[config.mk]
export PLATFORM = sky130hd
export DESIGN_NAME = mrb_rx_stats_retry
export DESIGN_NICKNAME = d
export VERILOG_FILES = /design/src/mrb_pkg.sv /design/src/mrb_retry_tracker.sv /design/src/mrb_rx_stats_retry.sv
export SDC_FILE = /design/constraint.sdc
export NUM_CORES = 1
export LEC_CHECK = 0
export ABC_AREA = 1
export BUFFER_PORTS_ARGS = -buffer_cell sky130_fd_sc_hd__buf_2
export CAP_MARGIN = 20
export CORE_MARGIN = 10
export CORE_UTILIZATION = 55
export CTS_CLUSTER_SIZE = 8
export DETAILED_ROUTE_END_ITERATION = 10
export PLACE_DENSITY = 0.79
export SLEW_MARGIN = 5
export SYNTH_ARGS = -nofsm -noshare
export SYNTH_HDL_FRONTEND = slang
export SYNTH_HIERARCHICAL = 1
export SYNTH_SLANG_ARGS = --single-unit
export TNS_END_PERCENT = 30
[constraint.sdc]
create_clock -name ref_clk -period 3.6 [get_ports ref_clk]
set_input_delay 0.54 -clock ref_clk [delete_from_list [all_inputs] [get_ports ref_clk]]
set_output_delay 0.54 -clock ref_clk [all_outputs]
set_load 0.05 [all_outputs]
[src/mrb_pkg.sv]
// Constants and register map of the receive buffer, frame check and retry block
// Overview of operation
// - Seven-bit buffer size at bits 10..4, 16-byte units, largest 2032 bytes, all descriptors.
// - Frame check counter counts bad-FCS frames whose bit length is a multiple of 8.
// - Reading the counter clears it, unless byte enables 0 and 1 are both low.
// - Six-bit collision window at bits 13..8 counts bytes from preamble; resets to 0x37.
// - Four-bit retry limit at bits 3..0; exhausted retries abort packet; resets to 0xF.
// - Registers and aliases accept 16- and 32-bit accesses; 8-bit accesses are ignored.
// - Unimplemented upper bits read zero and ignore writes.
package mrb_pkg;
    localparam int ADR_W = 8;
    localparam int DAT_W = 32;
    localparam int SEL_W = 4;
    localparam int IDX_MSB = 7;
    localparam int IDX_LSB = 4;
    localparam int KIND_MSB = 3;
    localparam int KIND_LSB = 2;
    // Register index in address bits 7..4
    localparam logic [3:0] IDX_BUFSZ = 4'h0;
    localparam logic [3:0] IDX_FCS = 4'h1;
    localparam logic [3:0] IDX_CLRT = 4'h2;
    localparam logic [3:0] IDX_INTSTAT = 4'h3;
    localparam logic [3:0] IDX_INTMASK = 4'h4;
    // Alias kind in address bits 3..2
    typedef enum logic [1:0] {
        MRB_PLAIN = 2'h0,
        MRB_SET = 2'h1,
        MRB_CLR = 2'h2,
        MRB_INV = 2'h3
    } mrb_alias_t;
    // Legal byte enable patterns
    localparam logic [3:0] SEL_WORD = 4'hF;
    localparam logic [3:0] SEL_LOW_HALF = 4'h3;
    localparam logic [3:0] SEL_HIGH_HALF = 4'hC;
    localparam logic [31:0] LANES_LOW = 32'h0000FFFF;
    localparam logic [31:0] LANES_HIGH = 32'hFFFF0000;
    localparam logic [31:0] LANES_ALL = 32'hFFFFFFFF;
    localparam logic [31:0] LANES_NONE = 32'h00000000;
    // Fields
    localparam int BUFSZ_LSB = 4;
    localparam int BUFSZ_W = 7;
    localparam int BUF_UNIT_SHIFT = 4;
    localparam int BUF_BYTES_W = 11;
    localparam int FCS_W = 16;
    localparam int CWIN_LSB = 8;
    localparam int CWIN_W = 6;
    localparam int RETRY_LSB = 0;
    localparam int RETRY_W = 4;
    localparam int INT_W = 4;
    localparam int LEN_REM_W = 3;
    localparam logic [6:0] BUFSZ_RESET = 7'h00;
    localparam logic [15:0] FCS_RESET = 16'h0000;
    localparam logic [15:0] FCS_MAX = 16'hFFFF;
    localparam logic [5:0] CWIN_RESET = 6'h37;
    localparam logic [3:0] RETRY_RESET = 4'hF;
    localparam logic [2:0] LEN_REM_ZERO = 3'h0;
    // Interrupt status bit positions
    localparam int INT_FCS = 0;
    localparam int INT_EXCESS = 1;
    localparam int INT_LATE = 2;
    localparam int INT_WRAP = 3;
    localparam logic [3:0] INT_RESET = 4'h0;
    localparam logic [6:0] BYTE_CNT_MAX = 7'h7F;
endpackage

[src/mrb_retry_tracker.sv]
// Collision window timing and retransmission count for one transmit frame
`timescale 1ns/1ps
`default_nettype none
module mrb_retry_tracker (
    input wire logic ref_clk,
    input wire logic nrst,
    input wire logic [5:0] collisionWindow,
    input wire logic [3:0] retryLimit,
    input wire logic txStart,
    input wire logic txByteStrobe,
    input wire logic txCollision,
    input wire logic txDone,
    output logic retryRequest,
    output logic excessAbort,
    output logic lateCollision,
    output logic [3:0] attemptCount
);
    import mrb_pkg::*;

    logic [6:0] byteCount_reg;
    logic [3:0] attempt_reg;
    logic retry_reg;
    logic excess_reg;
    logic late_reg;
    logic inWindow;
    logic atLimit;

    // Bytes since the first preamble byte, window edge inclusive
    assign inWindow = byteCount_reg <= {1'b0, collisionWindow};
    assign atLimit = attempt_reg == retryLimit;

    always_ff @(posedge ref_clk or negedge nrst) begin
        if (!nrst) begin
            byteCount_reg <= 7'h00;
        end else if (txStart) begin
            byteCount_reg <= 7'h00;
        end else if (txByteStrobe && byteCount_reg != BYTE_CNT_MAX) begin
            byteCount_reg <= byteCount_reg + 7'h01;
        end
    end

    always_ff @(posedge ref_clk or negedge nrst) begin
        if (!nrst) begin
            attempt_reg <= 4'h0;
        end else if (txDone) begin
            attempt_reg <= 4'h0;
        end else if (txCollision && inWindow) begin
            attempt_reg <= atLimit ? 4'h0 : attempt_reg + 4'h1;
        end
    end

    always_ff @(posedge ref_clk or negedge nrst) begin
        if (!nrst) begin
            retry_reg <= 1'b0;
            excess_reg <= 1'b0;
            late_reg <= 1'b0;
        end else begin
            retry_reg <= txCollision && inWindow && !atLimit;
            excess_reg <= txCollision && inWindow && atLimit;
            late_reg <= txCollision && !inWindow;
        end
    end

    assign retryRequest = retry_reg;
    assign excessAbort = excess_reg;
    assign lateCollision = late_reg;
    assign attemptCount = attempt_reg;
endmodule
`default_nettype wire

[src/mrb_rx_stats_retry.sv]
// Wishbone register block for buffer size, frame check count and retry settings
`timescale 1ns/1ps
`default_nettype none
module mrb_rx_stats_retry (
    input wire logic ref_clk,
    input wire logic nrst,
    input wire logic wb_cyc_i,
    input wire logic wb_stb_i,
    input wire logic wb_we_i,
    input wire logic [mrb_pkg::ADR_W-1:0] wb_adr_i,
    input wire logic [mrb_pkg::SEL_W-1:0] wb_sel_i,
    input wire logic [mrb_pkg::DAT_W-1:0] wb_dat_i,
    output logic [mrb_pkg::DAT_W-1:0] wb_dat_o,
    output logic wb_ack_o,
    input wire logic rxFrameDone,
    input wire logic rxFcsBad,
    input wire logic [mrb_pkg::LEN_REM_W-1:0] rxBitRemainder,
    input wire logic txStart,
    input wire logic txByteStrobe,
    input wire logic txCollision,
    input wire logic txDone,
    output logic [mrb_pkg::BUFSZ_W-1:0] rxBufferSize,
    output logic [mrb_pkg::BUF_BYTES_W-1:0] rxBufferBytes,
    output logic [mrb_pkg::CWIN_W-1:0] collisionWindow,
    output logic [mrb_pkg::RETRY_W-1:0] retryLimit,
    output logic txRetry,
    output logic txExcessAbort,
    output logic txLateCollision,
    output logic irq
);
    import mrb_pkg::*;

    logic ack_reg;
    logic [31:0] rdata_reg;
    logic [31:0] rdata_next;
    logic [6:0] bufSize_reg;
    logic [15:0] fcsCount_reg;
    logic [15:0] fcsCount_next;
    logic [5:0] cwin_reg;
    logic [3:0] retry_reg;
    logic [3:0] intStat_reg;
    logic [3:0] intStat_next;
    logic [3:0] intMask_reg;
    logic [10:0] bufBytes_reg;
    logic [3:0] regIdx;
    mrb_alias_t aliasKind;
    logic take;
    logic accessOk;
    logic wrEn;
    logic rdEn;
    logic [31:0] laneMask;
    logic [31:0] bufWord;
    logic [31:0] fcsWord;
    logic [31:0] clrtWord;
    logic [31:0] statWord;
    logic [31:0] maskWord;
    logic [31:0] bufMerged;
    logic [31:0] fcsMerged;
    logic [31:0] clrtMerged;
    logic [31:0] maskMerged;
    logic fcsEvent;
    logic fcsReadClear;
    logic fcsWrap;
    logic excessPulse;
    logic latePulse;
    logic [3:0] events;
    logic [3:0] w1c;

    // Applies a plain, set, clear or invert write through the lane mask
    function automatic logic [31:0] mergeWrite(
        input logic [31:0] old,
        input logic [31:0] wd,
        input mrb_alias_t kind,
        input logic [31:0] lanes
    );
        logic [31:0] upd;
        case (kind)
            MRB_PLAIN: upd = wd;
            MRB_SET: upd = old | wd;
            MRB_CLR: upd = old & ~wd;
            MRB_INV: upd = old ^ wd;
            default: upd = old;
        endcase
        return (old & ~lanes) | (upd & lanes);
    endfunction

    // Request decode; a second answer is never given back to back
    assign regIdx = wb_adr_i[IDX_MSB:IDX_LSB];
    assign aliasKind = mrb_alias_t'(wb_adr_i[KIND_MSB:KIND_LSB]);
    assign take = wb_cyc_i && wb_stb_i && !ack_reg;
    assign accessOk = wb_sel_i == SEL_WORD || wb_sel_i == SEL_LOW_HALF
        || wb_sel_i == SEL_HIGH_HALF;
    assign wrEn = take && wb_we_i && accessOk;
    assign rdEn = take && !wb_we_i && accessOk;

    always_comb begin
        case (wb_sel_i)
            SEL_WORD: laneMask = LANES_ALL;
            SEL_LOW_HALF: laneMask = LANES_LOW;
            SEL_HIGH_HALF: laneMask = LANES_HIGH;
            default: laneMask = LANES_NONE;
        endcase
    end

    // Register images with unimplemented bits as zero
    assign bufWord = 32'(bufSize_reg) << BUFSZ_LSB;
    assign fcsWord = 32'(fcsCount_reg);
    assign clrtWord = (32'(cwin_reg) << CWIN_LSB) | (32'(retry_reg) << RETRY_LSB);
    assign statWord = 32'(intStat_reg);
    assign maskWord = 32'(intMask_reg);

    assign bufMerged = mergeWrite(bufWord, wb_dat_i, aliasKind, laneMask);
    assign fcsMerged = mergeWrite(fcsWord, wb_dat_i, aliasKind, laneMask);
    assign clrtMerged = mergeWrite(clrtWord, wb_dat_i, aliasKind, laneMask);
    assign maskMerged = mergeWrite(maskWord, wb_dat_i, aliasKind, laneMask);

    always_ff @(posedge ref_clk or negedge nrst) begin
        if (!nrst) begin
            ack_reg <= 1'b0;
        end else begin
            ack_reg <= take;
        end
    end

    always_comb begin
        rdata_next = 32'h00000000;
        if (rdEn) begin
            case (regIdx)
                IDX_BUFSZ: rdata_next = bufWord;
                IDX_FCS: rdata_next = fcsWord;
                IDX_CLRT: rdata_next = clrtWord;
                IDX_INTSTAT: rdata_next = statWord;
                IDX_INTMASK: rdata_next = maskWord;
                default: rdata_next = 32'h00000000;
            endcase
        end
    end

    always_ff @(posedge ref_clk or negedge nrst) begin
        if (!nrst) begin
            rdata_reg <= 32'h00000000;
        end else if (take) begin
            rdata_reg <= rdata_next;
        end
    end

    // One size for all descriptors; software keeps it still while receiving
    always_ff @(posedge ref_clk or negedge nrst) begin
        if (!nrst) begin
            bufSize_reg <= BUFSZ_RESET;
        end else if (wrEn && regIdx == IDX_BUFSZ) begin
            bufSize_reg <= bufMerged[BUFSZ_LSB +: BUFSZ_W];
        end
    end

    always_ff @(posedge ref_clk or negedge nrst) begin
        if (!nrst) begin
            bufBytes_reg <= 11'h000;
        end else begin
            bufBytes_reg <= BUF_BYTES_W'(bufSize_reg) << BUF_UNIT_SHIFT;
        end
    end

    // Frame check error counting and clear on read
    assign fcsEvent = rxFrameDone && rxFcsBad && rxBitRemainder == LEN_REM_ZERO;
    assign fcsReadClear = rdEn && regIdx == IDX_FCS && (wb_sel_i[0] || wb_sel_i[1]);

    always_comb begin
        fcsCount_next = fcsCount_reg;
        if (wrEn && regIdx == IDX_FCS) begin
            fcsCount_next = fcsMerged[FCS_W-1:0];
        end else if (fcsReadClear) begin
            fcsCount_next = FCS_RESET;
        end
        if (fcsEvent) begin
            fcsCount_next = fcsCount_next + 16'h0001;
        end
    end

    assign fcsWrap = fcsEvent && fcsCount_next == FCS_RESET;

    always_ff @(posedge ref_clk or negedge nrst) begin
        if (!nrst) begin
            fcsCount_reg <= FCS_RESET;
        end else begin
            fcsCount_reg <= fcsCount_next;
        end
    end

    // Collision window and retry limit
    always_ff @(posedge ref_clk or negedge nrst) begin
        if (!nrst) begin
            cwin_reg <= CWIN_RESET;
            retry_reg <= RETRY_RESET;
        end else if (wrEn && regIdx == IDX_CLRT) begin
            cwin_reg <= clrtMerged[CWIN_LSB +: CWIN_W];
            retry_reg <= clrtMerged[RETRY_LSB +: RETRY_W];
        end
    end

    mrb_retry_tracker u_retry (
        .ref_clk(ref_clk),
        .nrst(nrst),
        .collisionWindow(cwin_reg),
        .retryLimit(retry_reg),
        .txStart(txStart),
        .txByteStrobe(txByteStrobe),
        .txCollision(txCollision),
        .txDone(txDone),
        .retryRequest(txRetry),
        .excessAbort(excessPulse),
        .lateCollision(latePulse),
        .attemptCount()
    );

    // Sticky status, write one to clear, new events win
    always_comb begin
        events = INT_RESET;
        events[INT_FCS] = fcsEvent;
        events[INT_EXCESS] = excessPulse;
        events[INT_LATE] = latePulse;
        events[INT_WRAP] = fcsWrap;
    end

    assign w1c = (wrEn && regIdx == IDX_INTSTAT) ? (wb_dat_i[INT_W-1:0] & laneMask[INT_W-1:0])
        : INT_RESET;
    assign intStat_next = (intStat_reg & ~w1c) | events;

    always_ff @(posedge ref_clk or negedge nrst) begin
        if (!nrst) begin
            intStat_reg <= INT_RESET;
        end else begin
            intStat_reg <= intStat_next;
        end
    end

    always_ff @(posedge ref_clk or negedge nrst) begin
        if (!nrst) begin
            intMask_reg <= INT_RESET;
        end else if (wrEn && regIdx == IDX_INTMASK) begin
            intMask_reg <= maskMerged[INT_W-1:0];
        end
    end

    assign wb_ack_o = ack_reg;
    assign wb_dat_o = rdata_reg;
    assign rxBufferSize = bufSize_reg;
    assign rxBufferBytes = bufBytes_reg;
    assign collisionWindow = cwin_reg;
    assign retryLimit = retry_reg;
    assign txExcessAbort = excessPulse;
    assign txLateCollision = latePulse;
    assign irq = |(intStat_reg & intMask_reg);
endmodule
`default_nettype wire

== Yosys cells after proc, flatten, opt, wreduce, memory -nomap -nowiden ==
Cells that the tools add are included.
Cells by class
  order comparisons: 1
  add/sub/neg operators: 3
  equality and inequality tests: 12
  bitwise gates (word level): 32
  muxes and demuxes: 16
  reductions and logical operators: 35
Operators by type and width (number)
  $pmux 16 s5: 1
  $mux 16: 4
  $pmux 16 s4: 1
  $pmux 14 s4: 1
  $and 16x16->16: 3
  $pmux 16 s3: 1
  $pmux 11 s4: 1
  $and 14x14->14: 3
  $and 11x11->11: 3
  $not 16->16: 2
  $or 16x16->16: 2
  $or 14x14->14: 2
  $and 4x4->4: 6
  $or 11x11->11: 2
  $logic_and 1x1->1: 21
  $add 16x1->16 const B: 1
  $logic_not 16->1: 1
  $mux 4: 4
  $pmux 4 s4: 1
  $xor 16x16->16: 1
  $mux 7: 2
  $or 14x4->14: 1
  $xor 14x14->14: 1
  $eq 4x2->1 const B: 3
  other kinds (21): 31
Storage, ports and cells
  logic and storage cells: 113
  bits in registers: 95

== Longest topological paths before layout ==
Gate-level depths: netlist of run 1.
  depth after elaboration: 13
  gate-level depth with buffers: 23

== Modules after synthesis ==
Netlist of run 1, hierarchy kept.
Modules (own cells, without submodules)
  mrb_rx_stats_retry: cells an instance 777, instances 1, seq. area each 1637.8 um^2, area each 5779.3 um^2
  mrb_retry_tracker: cells an instance 122, instances 1, seq. area each 350.3 um^2, area each 944.7 um^2

== Least setup slack after synthesis of run 1 ==
Ideal clock, no wire load.
  path kind: register to register
  start point: reg ack_reg, in the netlist wb_ack_o
  end point: reg intStat_reg[3]
  buffers on the path: 0
  data required time: 3.480 ns
  setup slack: 0.995 ns
  cell stages (with the launch flop): 21
  data arrival time: 2.485 ns
  cell sequence: dfrtp_1 > nand3b_4 > nor2_2 > nand3_4 > clkinv_4 > nand2_1 > nand2_2 > ha_1 > inv_1 > nor2_1 > nand2_2 > nor2_2 > nand2_1 > nor2_1 > nand3_1 > nand2_1 > inv_2 > nand3_1 > nor2_1 > nand2_1 > nand2_1
On the way
  word-level cells in the longest chain between the ends: 13
RTL lines
  start: declaration: line mrb_rx_stats_retry.sv:33  | logic ack_reg;
  start signal: assignment: line mrb_rx_stats_retry.sv:121  | ack_reg <= take;
  $logic_not 1->1 *: line mrb_rx_stats_retry.sv:90  | assign take = wb_cyc_i && wb_stb_i && !ack_reg;
  $logic_and 1x1->1 *: line mrb_rx_stats_retry.sv:90
  $logic_and 1x1->1 (2 in series): line mrb_rx_stats_retry.sv:94  | assign rdEn = take && !wb_we_i && accessOk;
  $logic_and 1x1->1 (2 in series): line mrb_rx_stats_retry.sv:166  | assign fcsReadClear = rdEn && regIdx == IDX_FCS && (wb_sel_i[0] || wb_sel_i[1]);
  $mux 16: line mrb_rx_stats_retry.sv:172  | end else if (fcsReadClear) begin
  $mux 16 *: line mrb_rx_stats_retry.sv:170  | if (wrEn && regIdx == IDX_FCS) begin
  $add 16x1->16: line mrb_rx_stats_retry.sv:176  | fcsCount_next = fcsCount_next + 16'h0001;
  $mux 16 *: line mrb_rx_stats_retry.sv:175  | if (fcsEvent) begin
  via fcsCount_next[14]: line mrb_rx_stats_retry.sv:38  | logic [15:0] fcsCount_next;
  $logic_not 16->1 *: line mrb_rx_stats_retry.sv:180  | assign fcsWrap = fcsEvent && fcsCount_next == FCS_RESET;
  $logic_and 1x1->1 *: line mrb_rx_stats_retry.sv:180
  $or 4x4->4 *: line mrb_rx_stats_retry.sv:227  | assign intStat_next = (intStat_reg & ~w1c) | events;
  via intStat_next[3]: line mrb_rx_stats_retry.sv:42  | logic [3:0] intStat_next;
  end signal: assignment: line mrb_rx_stats_retry.sv:233  | intStat_reg <= intStat_next;
  end: declaration: line mrb_rx_stats_retry.sv:41  | logic [3:0] intStat_reg;
The timed path passes the listed nets; every way through them passes the cells marked *.
A chain may end at the register's enable or synchronous reset.

== Worst setup path after layout of run 1 ==
Ends and elaborated chain as after synthesis.

==> results of run 1 <==
-- per-stage QoR --
stage | hold slack, ps | cell area [um^2]
floorplan | 244 | 6800
detailed placement | 430 | 7220
global route | 382 | 7540
finish | 342 | 7540
global placement | 424 | 7220
CTS | 362 | 7540
-- kinds of logic after synthesis --
group / after synthesis
DFF: 79
other: 1
buffers and inverters: 181
and+or+nand+nor: 431
xor gates and xnor gates: 5
adders and majority gates: 83
AOI/OAI and AO/OA: 119
-- final timing paths --
kind                                                  to  cells past startpoint
worst max-delay path                      intStat_reg[3]                     20
worst min-delay path                        wb_dat_o[14]                      1
worst max register to register            intStat_reg[3]                     20
worst min register to register          rxBufferBytes[8]                      0
max in group asynchronous                fcsCount_reg[0]                      1
min in group ref_clk            u_retry/byteCount_reg[6]                      2
-- cell usage after synthesis (2+ instances only) --
| library cell | count | area [um^2] |
|---|---|---|
| a21oi_1 | 28 | 140 |
| a21oi_2 | 2 | 17.5 |
| a221oi_1 | 12 | 105 |
| a22oi_1 | 6 | 45.0 |
| a32o_1 | 7 | 70.1 |
| buf_4 | 23 | 173 |
| buf_6 | 5 | 56.3 |
| clkbuf_1 | 10 | 37.5 |
| dfrtp_1 | 70 | 1750 |
| dfstp_2 | 9 | 236 |
| ha_1 | 83 | 1040 |
| inv_1 | 130 | 488 |
| inv_2 | 10 | 37.5 |
| nand2_1 | 203 | 762 |
| nand2_2 | 22 | 138 |
| nand2_4 | 7 | 78.8 |
| nand3_1 | 47 | 235 |
| nand3_2 | 6 | 60.1 |
| nand4_1 | 11 | 68.8 |
| nor2_1 | 93 | 349 |
| nor2_2 | 11 | 68.8 |
| nor2_4 | 6 | 67.6 |
| nor3_1 | 14 | 70.1 |
| o211ai_1 | 14 | 105 |
| o211ai_2 | 2 | 25.0 |
| o21ai_0 | 19 | 95.1 |
| o21bai_1 | 6 | 45.0 |
| o22ai_1 | 15 | 93.8 |
| o31ai_1 | 3 | 22.5 |
| xor2_1 | 4 | 35.0 |
-- where the power goes --
group | internal, mW | total [mW] | switching, mW
logic | 0.146 | 0.484 | 0.338
registers | 0.921 | 0.954 | 0.0332
clock network | 0.644 | 1.01 | 0.364
total | 1.71 | 2.45 | 0.735
-- routing by layer --
| metal | vias to the layer above | GRT usage | wire length [um] |
|---|---|---|---|
| met5 | - | 0 | 0 |
| met4 | 0 | 0.0641 | 350 |
| met3 | 24 | 0.0459 | 1130 |
| met2 | 200 | 0.358 | 8510 |
| met1 | 2888 | 0.255 | 7520 |
| li1 | 3041 | - | - |
-- final cells by class --
class	count	area (um^2)	area share
flip-flops and latches	79	1990	0.264
well taps	147	184	0.0244
repair buffers	96	513	0.0680
multi-input cells	658	4000	0.530
clock buffers	13	260	0.0345
inverters	141	534	0.0708
clock inverters	3	65.1	0.00863
-- critical path: cells and delay by family, from the launching register on --
kind                     cells  cell delay, ps
AND/OR/NAND/NOR             16            1950
buffers and inverters        3             190
flip-flops                   1             370
adder cells (fa/ha/maj)      1             150
==> results by group, run 1 <==
Synthesis
  • Post-Synth Adder-Cell Area: 0.154
  • Syn avg cell area: 7.48 um^2
  • Distinct cells, synth: 51
  • Post-synth EDFFs: 0
  • Synthesis Warnings: 6
  • Mux cell area share after synthesis: 0
  • Compound-gate portion of the synthesized area: 0.119
  • Sequential element share of the synthesized area: 0.296
  • Post-Synth XOR/XNOR Area: 0.00763
  • Post-Synthesis Cells: 899
  • #FFs+latches synth: 79
  • Post-Syn Area: 6720 um^2
  • Synth Area in Simple Gates: 0.302
  • Dominant synthesized flop cell: dfrtp_1
  • Largest family of logic cells by synthesized area: simple AND/OR/NAND/NOR gates
  • Async SR Flop Fraction: 1.00

Global routing
  • Initial antenna violation count: 0
  • All-layer global routing usage: 0.209
  • First-pass GRT wire length: 28.6 mm
  • Global route total overflow: 0
  • Vias in the first global route: 5881
  • Largest net degree at the start of global routing: 80

Hold path
  • Hold Crit Class: in -> async

Placement
  • GP Congestion: 0.933
  • Dpl cells: 1121
  • Pre-CTS WS: 494 ps
  • Port Buffer Count: 84
  • DP HPWL: 13.0 mm

Cells and area
  • Fin nets: 1126
  • Commonest non-fill, non-tap cell in the layout: nand2_1
  • Syn-to-layout area delta: 12.2%
  • Final Util: 0.628
  • Non-Filler Instances: 1137
  • Share of layout cells above drive strength 1: 0.197
  • # diodes: 0
  • Commonest cells after routing, fill and taps aside: nand2_1, inv_1, nor2_1, ha_1, buf_2
  • Fillers: 1084

Clock network
  • Hold-fix buffer count after cts: 0
  • CTS root buf: clkbuf_16
  • CTS Buffer Depth: 2
  • CTS Sinks: 79
  • H-tree levels: 3
  • CTS tree: built
  • Worst skew pair latency: 350 ps
  • Setup Buffers After CTS: 0
  • CTS resizes: 0
  • Total CTS buffers: 9
  • Clock slew at reported path FFs: 60 ps

Routing
  • Vias/cell: 5.41
  • 1st-iter DRT viols: 479
  • Drt total wl: 17.5 mm
  • Routed Antenna Nets: 0
  • Via Count: 6153
  • Mean routed wirelength per cell: 15.4 um
  • # DRC: 0
  • Pre-antenna DRT Iters: 7

Power
  • PD cells: 324 nW/um^2
  • Total power: 2.45 mW
  • VDD IR max: 0.234 mV
  • Lkg Pwr: 4.14 nW

Critical path
  • Critical Path AT: 3020 ps
  • Worst stage delay on the critical path: 370 ps
  • Crit path max fanout: 18
  • Worst setup EP type: flop
  • CP cell instances: nand3b_4 -> nor2_2 -> nand3_4 -> clkinv_4 -> nand2_1 -> nand2_2 -> ha_1 -> inv_1 -> nor2_1 -> nand2_2 -> nor2_2 -> nand2_1 -> nor2_1 -> nand3_1 -> nand2_1 -> inv_2 -> nand3_1 -> nor2_1 -> nand2_1 -> nand2_1
  • Most used cell, CP: nand2_1
  • Worst EP required: 3840 ps
  • Critical path launch point type: flop
  • Crit path from: wb_ack_o
  • Reg-to-Reg Start: wb_ack_o
  • Critical path class: reg -> reg
  • Reg2Reg Setup Slack: 820 ps
  • Slowest CP cell: dfrtp_1

Timing
  • Slew Limit Fails: 0
  • Worst slew margin: 0.309
  • RSZ-0062 raised after global routing: no
  • Final Setup Violations: 0
  • Worst-Margin Slew: 1040 ps
  • TNS Setup: 0 ps
  • Clock skew: 7.39 ps
  • Final setup margin: 820 ps
  • Minimum clock period: 2780 ps
  • Tcrit/Tclk final: 0.772
  • Max Fclk: 0.360 GHz
  • Final hold violation count: 0

Floorplanning
  • Area of the core: 12000 um^2
  • Die H: 131 um
  • Starting Density: 0.560
  • Row Count: 40
  • Die W: 131 um
  • Boundary Pins: 123
  • Die area: 17000 um^2

Run
  • MaxCap Viol Count: 0

Status
  • Status: completed
No activity file was read; power rests on OpenSTA's default activity.
==> inputs of run 2 (changes only) <==
--- a/config.mk
+++ b/config.mk
@@ -5,7 +5,7 @@
 export SDC_FILE = /design/constraint.sdc
 export NUM_CORES = 1
 export LEC_CHECK = 0
-export ABC_AREA = 1
+export ABC_AREA = 0
 export BUFFER_PORTS_ARGS = -buffer_cell sky130_fd_sc_hd__buf_2
 export CAP_MARGIN = 20
 export CORE_MARGIN = 10
==> constraint.sdc (replaced) <==
create_clock -name ref_clk -period 2.8 [get_ports ref_clk]
set_input_delay 0.42 -clock ref_clk [delete_from_list [all_inputs] [get_ports ref_clk]]
set_output_delay 0.42 -clock ref_clk [all_outputs]
set_load 0.05 [all_outputs]
==> run 2 against run 1 <==
Net effect:
- clock-buffer cell count did not move
- core utilization increased by 12 points
- combinational power grew to 2.5 times the previous value
- the run now ends with negative setup slack left
- sequential power increased by 34%
- critical path type is now in -> reg
==> results by group, run 2 <==
Timing
  • Final Setup Violations: 1
  • TNS Setup: -401 ps
  • Max Fclk: 0.312 GHz
  • RSZ-0062 raised after global routing: yes
  • Clock skew: 6.76 ps
  • Minimum clock period: 3200 ps
  • Slew Limit Fails: 0
  • Final hold violation count: 0
  • Final setup margin: -401 ps
  • Tcrit/Tclk final: 1.14
  • Hold slack final: 67.7 ps
  • Worst-Margin Slew: 619 ps
  • Worst slew margin: 0.583

Power
  • Lkg Pwr: 4.39 nW
  • PD cells: 425 nW/um^2
  • Comb power frac: 0.335
  • Sequential share of power: 0.349
  • Int Power: 2.43 mW
  • Switching Fraction: 0.337
  • Total power: 3.67 mW
  • Clock power frac: 0.315
  • NetSw: 1.24 mW
  • VDD IR max: 0.378 mV

Critical path
  • Slowest CP cell: or4b_4
  • Reg-to-Reg Start: wb_ack_o
  • Worst EP required: 3050 ps
  • Worst setup EP type: flop
  • Critical Path AT: 3450 ps
  • Critical path class: in -> reg
  • Crit path max fanout: 4
  • Reg2Reg Setup Slack: -350 ps
  • Cells on worst reg2reg path: 14
  • FF-to-FF End: intStat_reg[3]
  • Worst stage delay on the critical path: 600 ps
  • CP cell instances: buf_2 -> or4b_4 -> nor4_4 -> buf_4 -> buf_4 -> buf_6 -> a22o_4 -> nand4_4 -> nor4_4 -> mux2i_1 -> or4_4 -> o41ai_2
  • Critical path launch point type: primary input

Global routing
  • Vias in the first global route: 6473
  • All-layer global routing usage: 0.250
  • Initial antenna violation count: 0
  • Largest net degree at the start of global routing: 50
  • Global route total overflow: 0
  • First-pass GRT wire length: 33.4 mm

Routing
  • Drt total wl: 20.8 mm
  • # DRC: 0
  • Mean routed wirelength per cell: 19.2 um
  • Vias/cell: 5.63
  • Via Count: 6100
  • 1st-iter DRT viols: 382
  • Routed Antenna Nets: 0
  • Pre-antenna DRT Iters: 6

Floorplanning
  • Die W: 129 um
  • Die H: 129 um
  • Area of the core: 11600 um^2
  • Starting Density: 0.567
  • Die area: 16700 um^2
  • Boundary Pins: 123
  • Row Count: 39

Synthesis
  • Post-Syn Area: 6560 um^2
  • Area leader, netlist: dfrtp_1
  • Sequential element share of the synthesized area: 0.303
  • Post-synth top cells: inv_1, ha_1, dfrtp_1
  • Post-Synthesis Cells: 704
  • Dominant synthesized flop cell: dfrtp_1
  • Post-synth EDFFs: 0
  • Syn avg cell area: 9.32 um^2
  • Distinct cells, synth: 68
  • Async SR Flop Fraction: 1.00
  • Count leader, synth: inv_1
  • Synthesis Warnings: 6
  • Synth area leaders: dfrtp_1, ha_1, mux4_2, inv_1, dfstp_2
  • #FFs+latches synth: 79
  • Synth top area share: 0.267

Clock network
  • Clock slew at reported path FFs: 60 ps
  • Worst skew pair latency: 350 ps
  • Total CTS buffers: 9
  • H-tree levels: 3
  • Hold-fix buffer count after cts: 0
  • CTS Buffer Depth: 2
  • CTS tree: built
  • CTS root buf: clkbuf_16
  • CTS Sinks: 79

Placement
  • Port Buffer Count: 84
  • GP Congestion: 0.906
  • DP HPWL: 16.7 mm
  • Placed Area: 8130 um^2

Cells and area
  • Fin nets: 1076
  • Final Util: 0.746
  • # diodes: 0
  • Commonest non-fill, non-tap cell in the layout: buf_4
  • Commonest cells after routing, fill and taps aside: buf_4, inv_1, buf_2, ha_1, dfrtp_1
  • Fillers: 855
  • Final Cell Area: 8620 um^2
  • Share of layout cells above drive strength 1: 0.361
  • Syn-to-layout area delta: 31.4%

Status
  • Status: complete, but fails checks
  • Failing checks: negative setup slack

Run
  • MaxCap Viol Count: 0

Hold path
  • Hold Crit Class: in -> async
==> run 2: power by group through the flow <==
stage	clock network [mW]	logic [mW]	registers, mW
after floorplan	0	0.601	1.35
after global placement	0	1.14	1.29
after detailed placement	0	1.18	1.30
after CTS	1.16	1.20	1.28
after global routing	1.21	1.33	1.29
final	1.16	1.23	1.28
==> run 2: worst max path at each step <==
stage | slack (ps) | depth (start not counted) | endpoint | startpoint
6_report | -400 | 12 | intStat_reg[3] | wb_adr_i[6]
5_1_grt | -520 | 15 | intStat_reg[3] | wb_ack_o
4_1_cts | -330 | 13 | intStat_reg[3] | wb_ack_o
3_5_place_dp | -680 | 14 | intStat_reg[3] | wb_sel_i[3]
3_3_place_gp | -580 | 11 | intStat_reg[3] | wb_adr_i[5]
2_1_floorplan | -550 | 15 | intStat_reg[3] | wb_adr_i[5]
==> run 2: cell families (layout without fill, tap and decap cells) <==
logic type / after synthesis / after routing / share of synthesized area
and+or+nand+nor: 191 / 191 / 0.157
AOI/OAI and AO/OA: 158 / 158 / 0.164
buffers and inverters: 135 / 352 / 0.0938
adders and majority gates: 83 / 83 / 0.158
DFF: 79 / 79 / 0.303
muxes: 31 / 31 / 0.0892
xor gates and xnor gates: 26 / 26 / 0.0347
other: 1 / 20 / 0.000571
==> run 2: critical path, delay by kind of cell <==
family / cells / cell delay, ps
mux: 1 / 110
simple gates: 5 / 1960
compound gates: 2 / 410
buf+inv: 4 / 530
==> run 2: stage by stage <==
step           instances  setup WS (ps)
2_1_floorplan        723           -554
3_3_place_gp        1053           -577
3_5_place_dp        1053           -685
4_1_cts             1080           -327
5_1_grt             1083           -522
6_report            1083           -401
==> run 2: area by class of cell <==
cell class	count	area, um^2	share of cell area
Clock buffer	13	270	0.0313
Sequential cell	79	1990	0.231
Multi-Input combinational cell	509	4170	0.483
Tap cell	143	179	0.0207
Clock inverter	3	17.5	0.00203
Timing Repair Buffer	249	1670	0.194
Inverter	87	327	0.0379
==> run 2: timing repair <==
| item | 4_1_cts | 5_1_grt |
|---|---|---|
| setup endpoints to repair | 1 | 2 |
| pin swaps | 11 | 8 |
| gates resized for setup | 13 | 8 |
| setup buffers | 12 | 3 |
==> run 2: per-layer routing <==
metal | vias to the layer above | GRT usage | part of all wire
met5 | - | 0 | 0
met4 | 0 | 0.0823 | 0.022
met3 | 35 | 0.0355 | 0.044
met2 | 154 | 0.454 | 0.52
met1 | 3007 | 0.295 | 0.41
li1 | 2904 | - | -
==> inputs of run 3 (changes only) <==
==> constraint.sdc (replaced) <==
create_clock -name ref_clk -period 2.8 [get_ports ref_clk]
set_input_delay 0.28 -clock ref_clk [delete_from_list [all_inputs] [get_ports ref_clk]]
set_output_delay 0.28 -clock ref_clk [all_outputs]
set_load 0.05 [all_outputs]
==> run 3 against run 2 <==
Net effect:
- the run still ends with negative setup slack left
- sequential power about the same
- worst hold slack better by 81 ps
- flip-flop and latch count unchanged
- cell area increased by 0.26%
- die area did not move
- combinational power barely moved
- core utilization grew 0.19 points
- cell count shrank 0.74%
- critical endpoint unchanged
- highest routed layer unchanged
==> results by group, run 3 (synthesized netlist as in run 2, its figures left out) <==
Power
  • Lkg Pwr: 4.37 nW
  • Switching Fraction: 0.327
  • Comb power frac: 0.335
  • PD cells: 426 nW/um^2
  • Total power: 3.68 mW
  • NetSw: 1.21 mW
  • Int Power: 2.48 mW
  • VDD IR max: 0.287 mV
  • Sequential share of power: 0.347
  • Clock power frac: 0.318

Clock network
  • H-tree levels: 3
  • Total CTS buffers: 9
  • CTS Sinks: 79
  • Worst skew pair latency: 350 ps
  • CTS Buffer Depth: 2
  • CTS root buf: clkbuf_16
  • CTS tree: built
  • Clock slew at reported path FFs: 60 ps

Critical path
  • Critical path destination: intStat_reg[3]
  • Crit path from: fcsCount_reg[8]
  • Cells on worst reg2reg path: 11
  • Crit path max fanout: 3
  • Critical Path AT: 3380 ps
  • Critical path class: reg -> reg
  • Reg-to-Reg Start: fcsCount_reg[8]
  • Critical path launch point type: flop
  • FF-to-FF End: intStat_reg[3]
  • Worst EP required: 3050 ps
  • Reg2Reg Setup Slack: -330 ps
  • Worst setup EP type: flop

Timing
  • RSZ-0062 raised after global routing: yes
  • Final Setup Violations: 2
  • Worst-Margin Slew: 586 ps
  • Final hold violation count: 0
  • Minimum clock period: 3130 ps
  • Final setup margin: -333 ps
  • Tcrit/Tclk final: 1.12
  • Clock skew: 13.2 ps
  • Slew Limit Fails: 0
  • Worst slew margin: 0.607
  • Max Fclk: 0.319 GHz

Placement
  • Port Buffer Count: 84
  • Dpl cells: 1040
  • DP HPWL: 15.7 mm
  • GP Congestion: 0.953

Global routing
  • All-layer global routing usage: 0.241
  • First-pass GRT wire length: 32.0 mm
  • Initial antenna violation count: 0
  • Largest net degree at the start of global routing: 80
  • Vias in the first global route: 6318
  • Global route total overflow: 0

Routing
  • Drt total wl: 20.2 mm
  • M1 WL: 8.07 mm
  • 1st-iter DRT viols: 409
  • Vias/cell: 5.69
  • Routed Antenna Nets: 0
  • Mean routed wirelength per cell: 18.8 um
  • Metal3 WL: 1.13 mm
  • # DRC: 0
  • Met2 wire len: 10.5 mm
  • Via Count: 6112
  • Max layer used: met4
  • Pre-antenna DRT Iters: 6

Cells and area
  • Fin nets: 1069
  • Commonest cells after routing, fill and taps aside: buf_4, inv_1, buf_2, ha_1, dfrtp_1
  • # diodes: 0
  • Reg area: 1990 um^2
  • Fillers: 841
  • Share of layout cells above drive strength 1: 0.359
  • Non-Filler Instances: 1075
  • Multi-input logic area: 4210 um^2
  • Commonest non-fill, non-tap cell in the layout: buf_4
  • Syn-to-layout area delta: 31.7%

Floorplanning
  • Die area: 16700 um^2
  • Starting Density: 0.567
  • Row Count: 39
  • Die W: 129 um
  • Die H: 129 um
  • Boundary Pins: 123
  • Area of the core: 11600 um^2

Status
  • Failing checks: negative setup slack
  • Status: complete, but fails checks

Hold path
  • Hold Crit Class: in -> reg

Run
  • MaxCap Viol Count: 0
## run 3: changes by cell type in the layout (fill, tap and decap cells not counted), moves of 3 or more
cell	change
buf_4	-12
a21oi_1	-3
a21oi_2	+3
clkbuf_1	+3
inv_1	-3
inv_2	+3
## run 3: what timing repair did
action	CTS	global route
setup buffers	14	7
pin swaps	18	16
hold endpoints to repair	65	0
resized for setup	10	24
hold buffers	1	0
setup endpoints to repair	1	4
## run 3: power groups by stage
stage	clock network, mW	logic (mW)	registers [mW]
floorplan	0	0.601	1.35
global placement	0	1.10	1.29
detailed placement	0	1.14	1.30
CTS	1.19	1.19	1.28
global route	1.23	1.34	1.29
finish	1.17	1.23	1.28
## run 3: through the flow
step            util  hold WS, ps  setup slack [ps]  TNS [ps]  area [um^2]
6_report       0.748          149              -333      -366         8650
4_1_cts        0.734          141              -383      -401         8490
3_5_place_dp   0.696          342              -523      -867         8050
5_1_grt        0.748          159              -453      -730         8650
3_3_place_gp   0.696          338              -430      -745         8050
2_1_floorplan      -        -15.6              -471      -471         6670
## run 3: worst max-delay path, stage by stage (launching register included)
cell	delay [ps]
dfrtp_1	440
inv_2	60
ha_1	260
mux4_2	500
and3_4	170
o21a_4	200
o211ai_4	170
buf_6	150
nor4b_4	50
xor2_1	190
or4_4	560
o41ai_4	290
## run 3: worst min-delay path by stage
stage / startpoint / to / slack [ps] / cells past startpoint
finish: txDone / u_retry/attemptCount[2] / 150 / 2
global route: txDone / u_retry/attemptCount[2] / 160 / 2
CTS: txDone / u_retry/attemptCount[2] / 140 / 2
detailed placement: nrst / rxBufferBytes[7] / 340 / 2
global placement: nrst / rxBufferBytes[5] / 340 / 2
floorplan: nrst / async pin / -20 / 0
## run 3: area by class of cell
type,instances,area share
multi-input cells,509,0.487
flip-flops and latches,79,0.230
repair buffers,242,0.191
inverters,87,0.0378
clock buffers,14,0.0294
well taps,143,0.0207
clock inverters,1,0.00347
## run 3: per-layer routing
metal	vias to the layer above	GRT usage
li1	2893	-
met1	2977	0.278
met2	197	0.435
met3	45	0.0469
met4	0	0.0836
met5	-	0
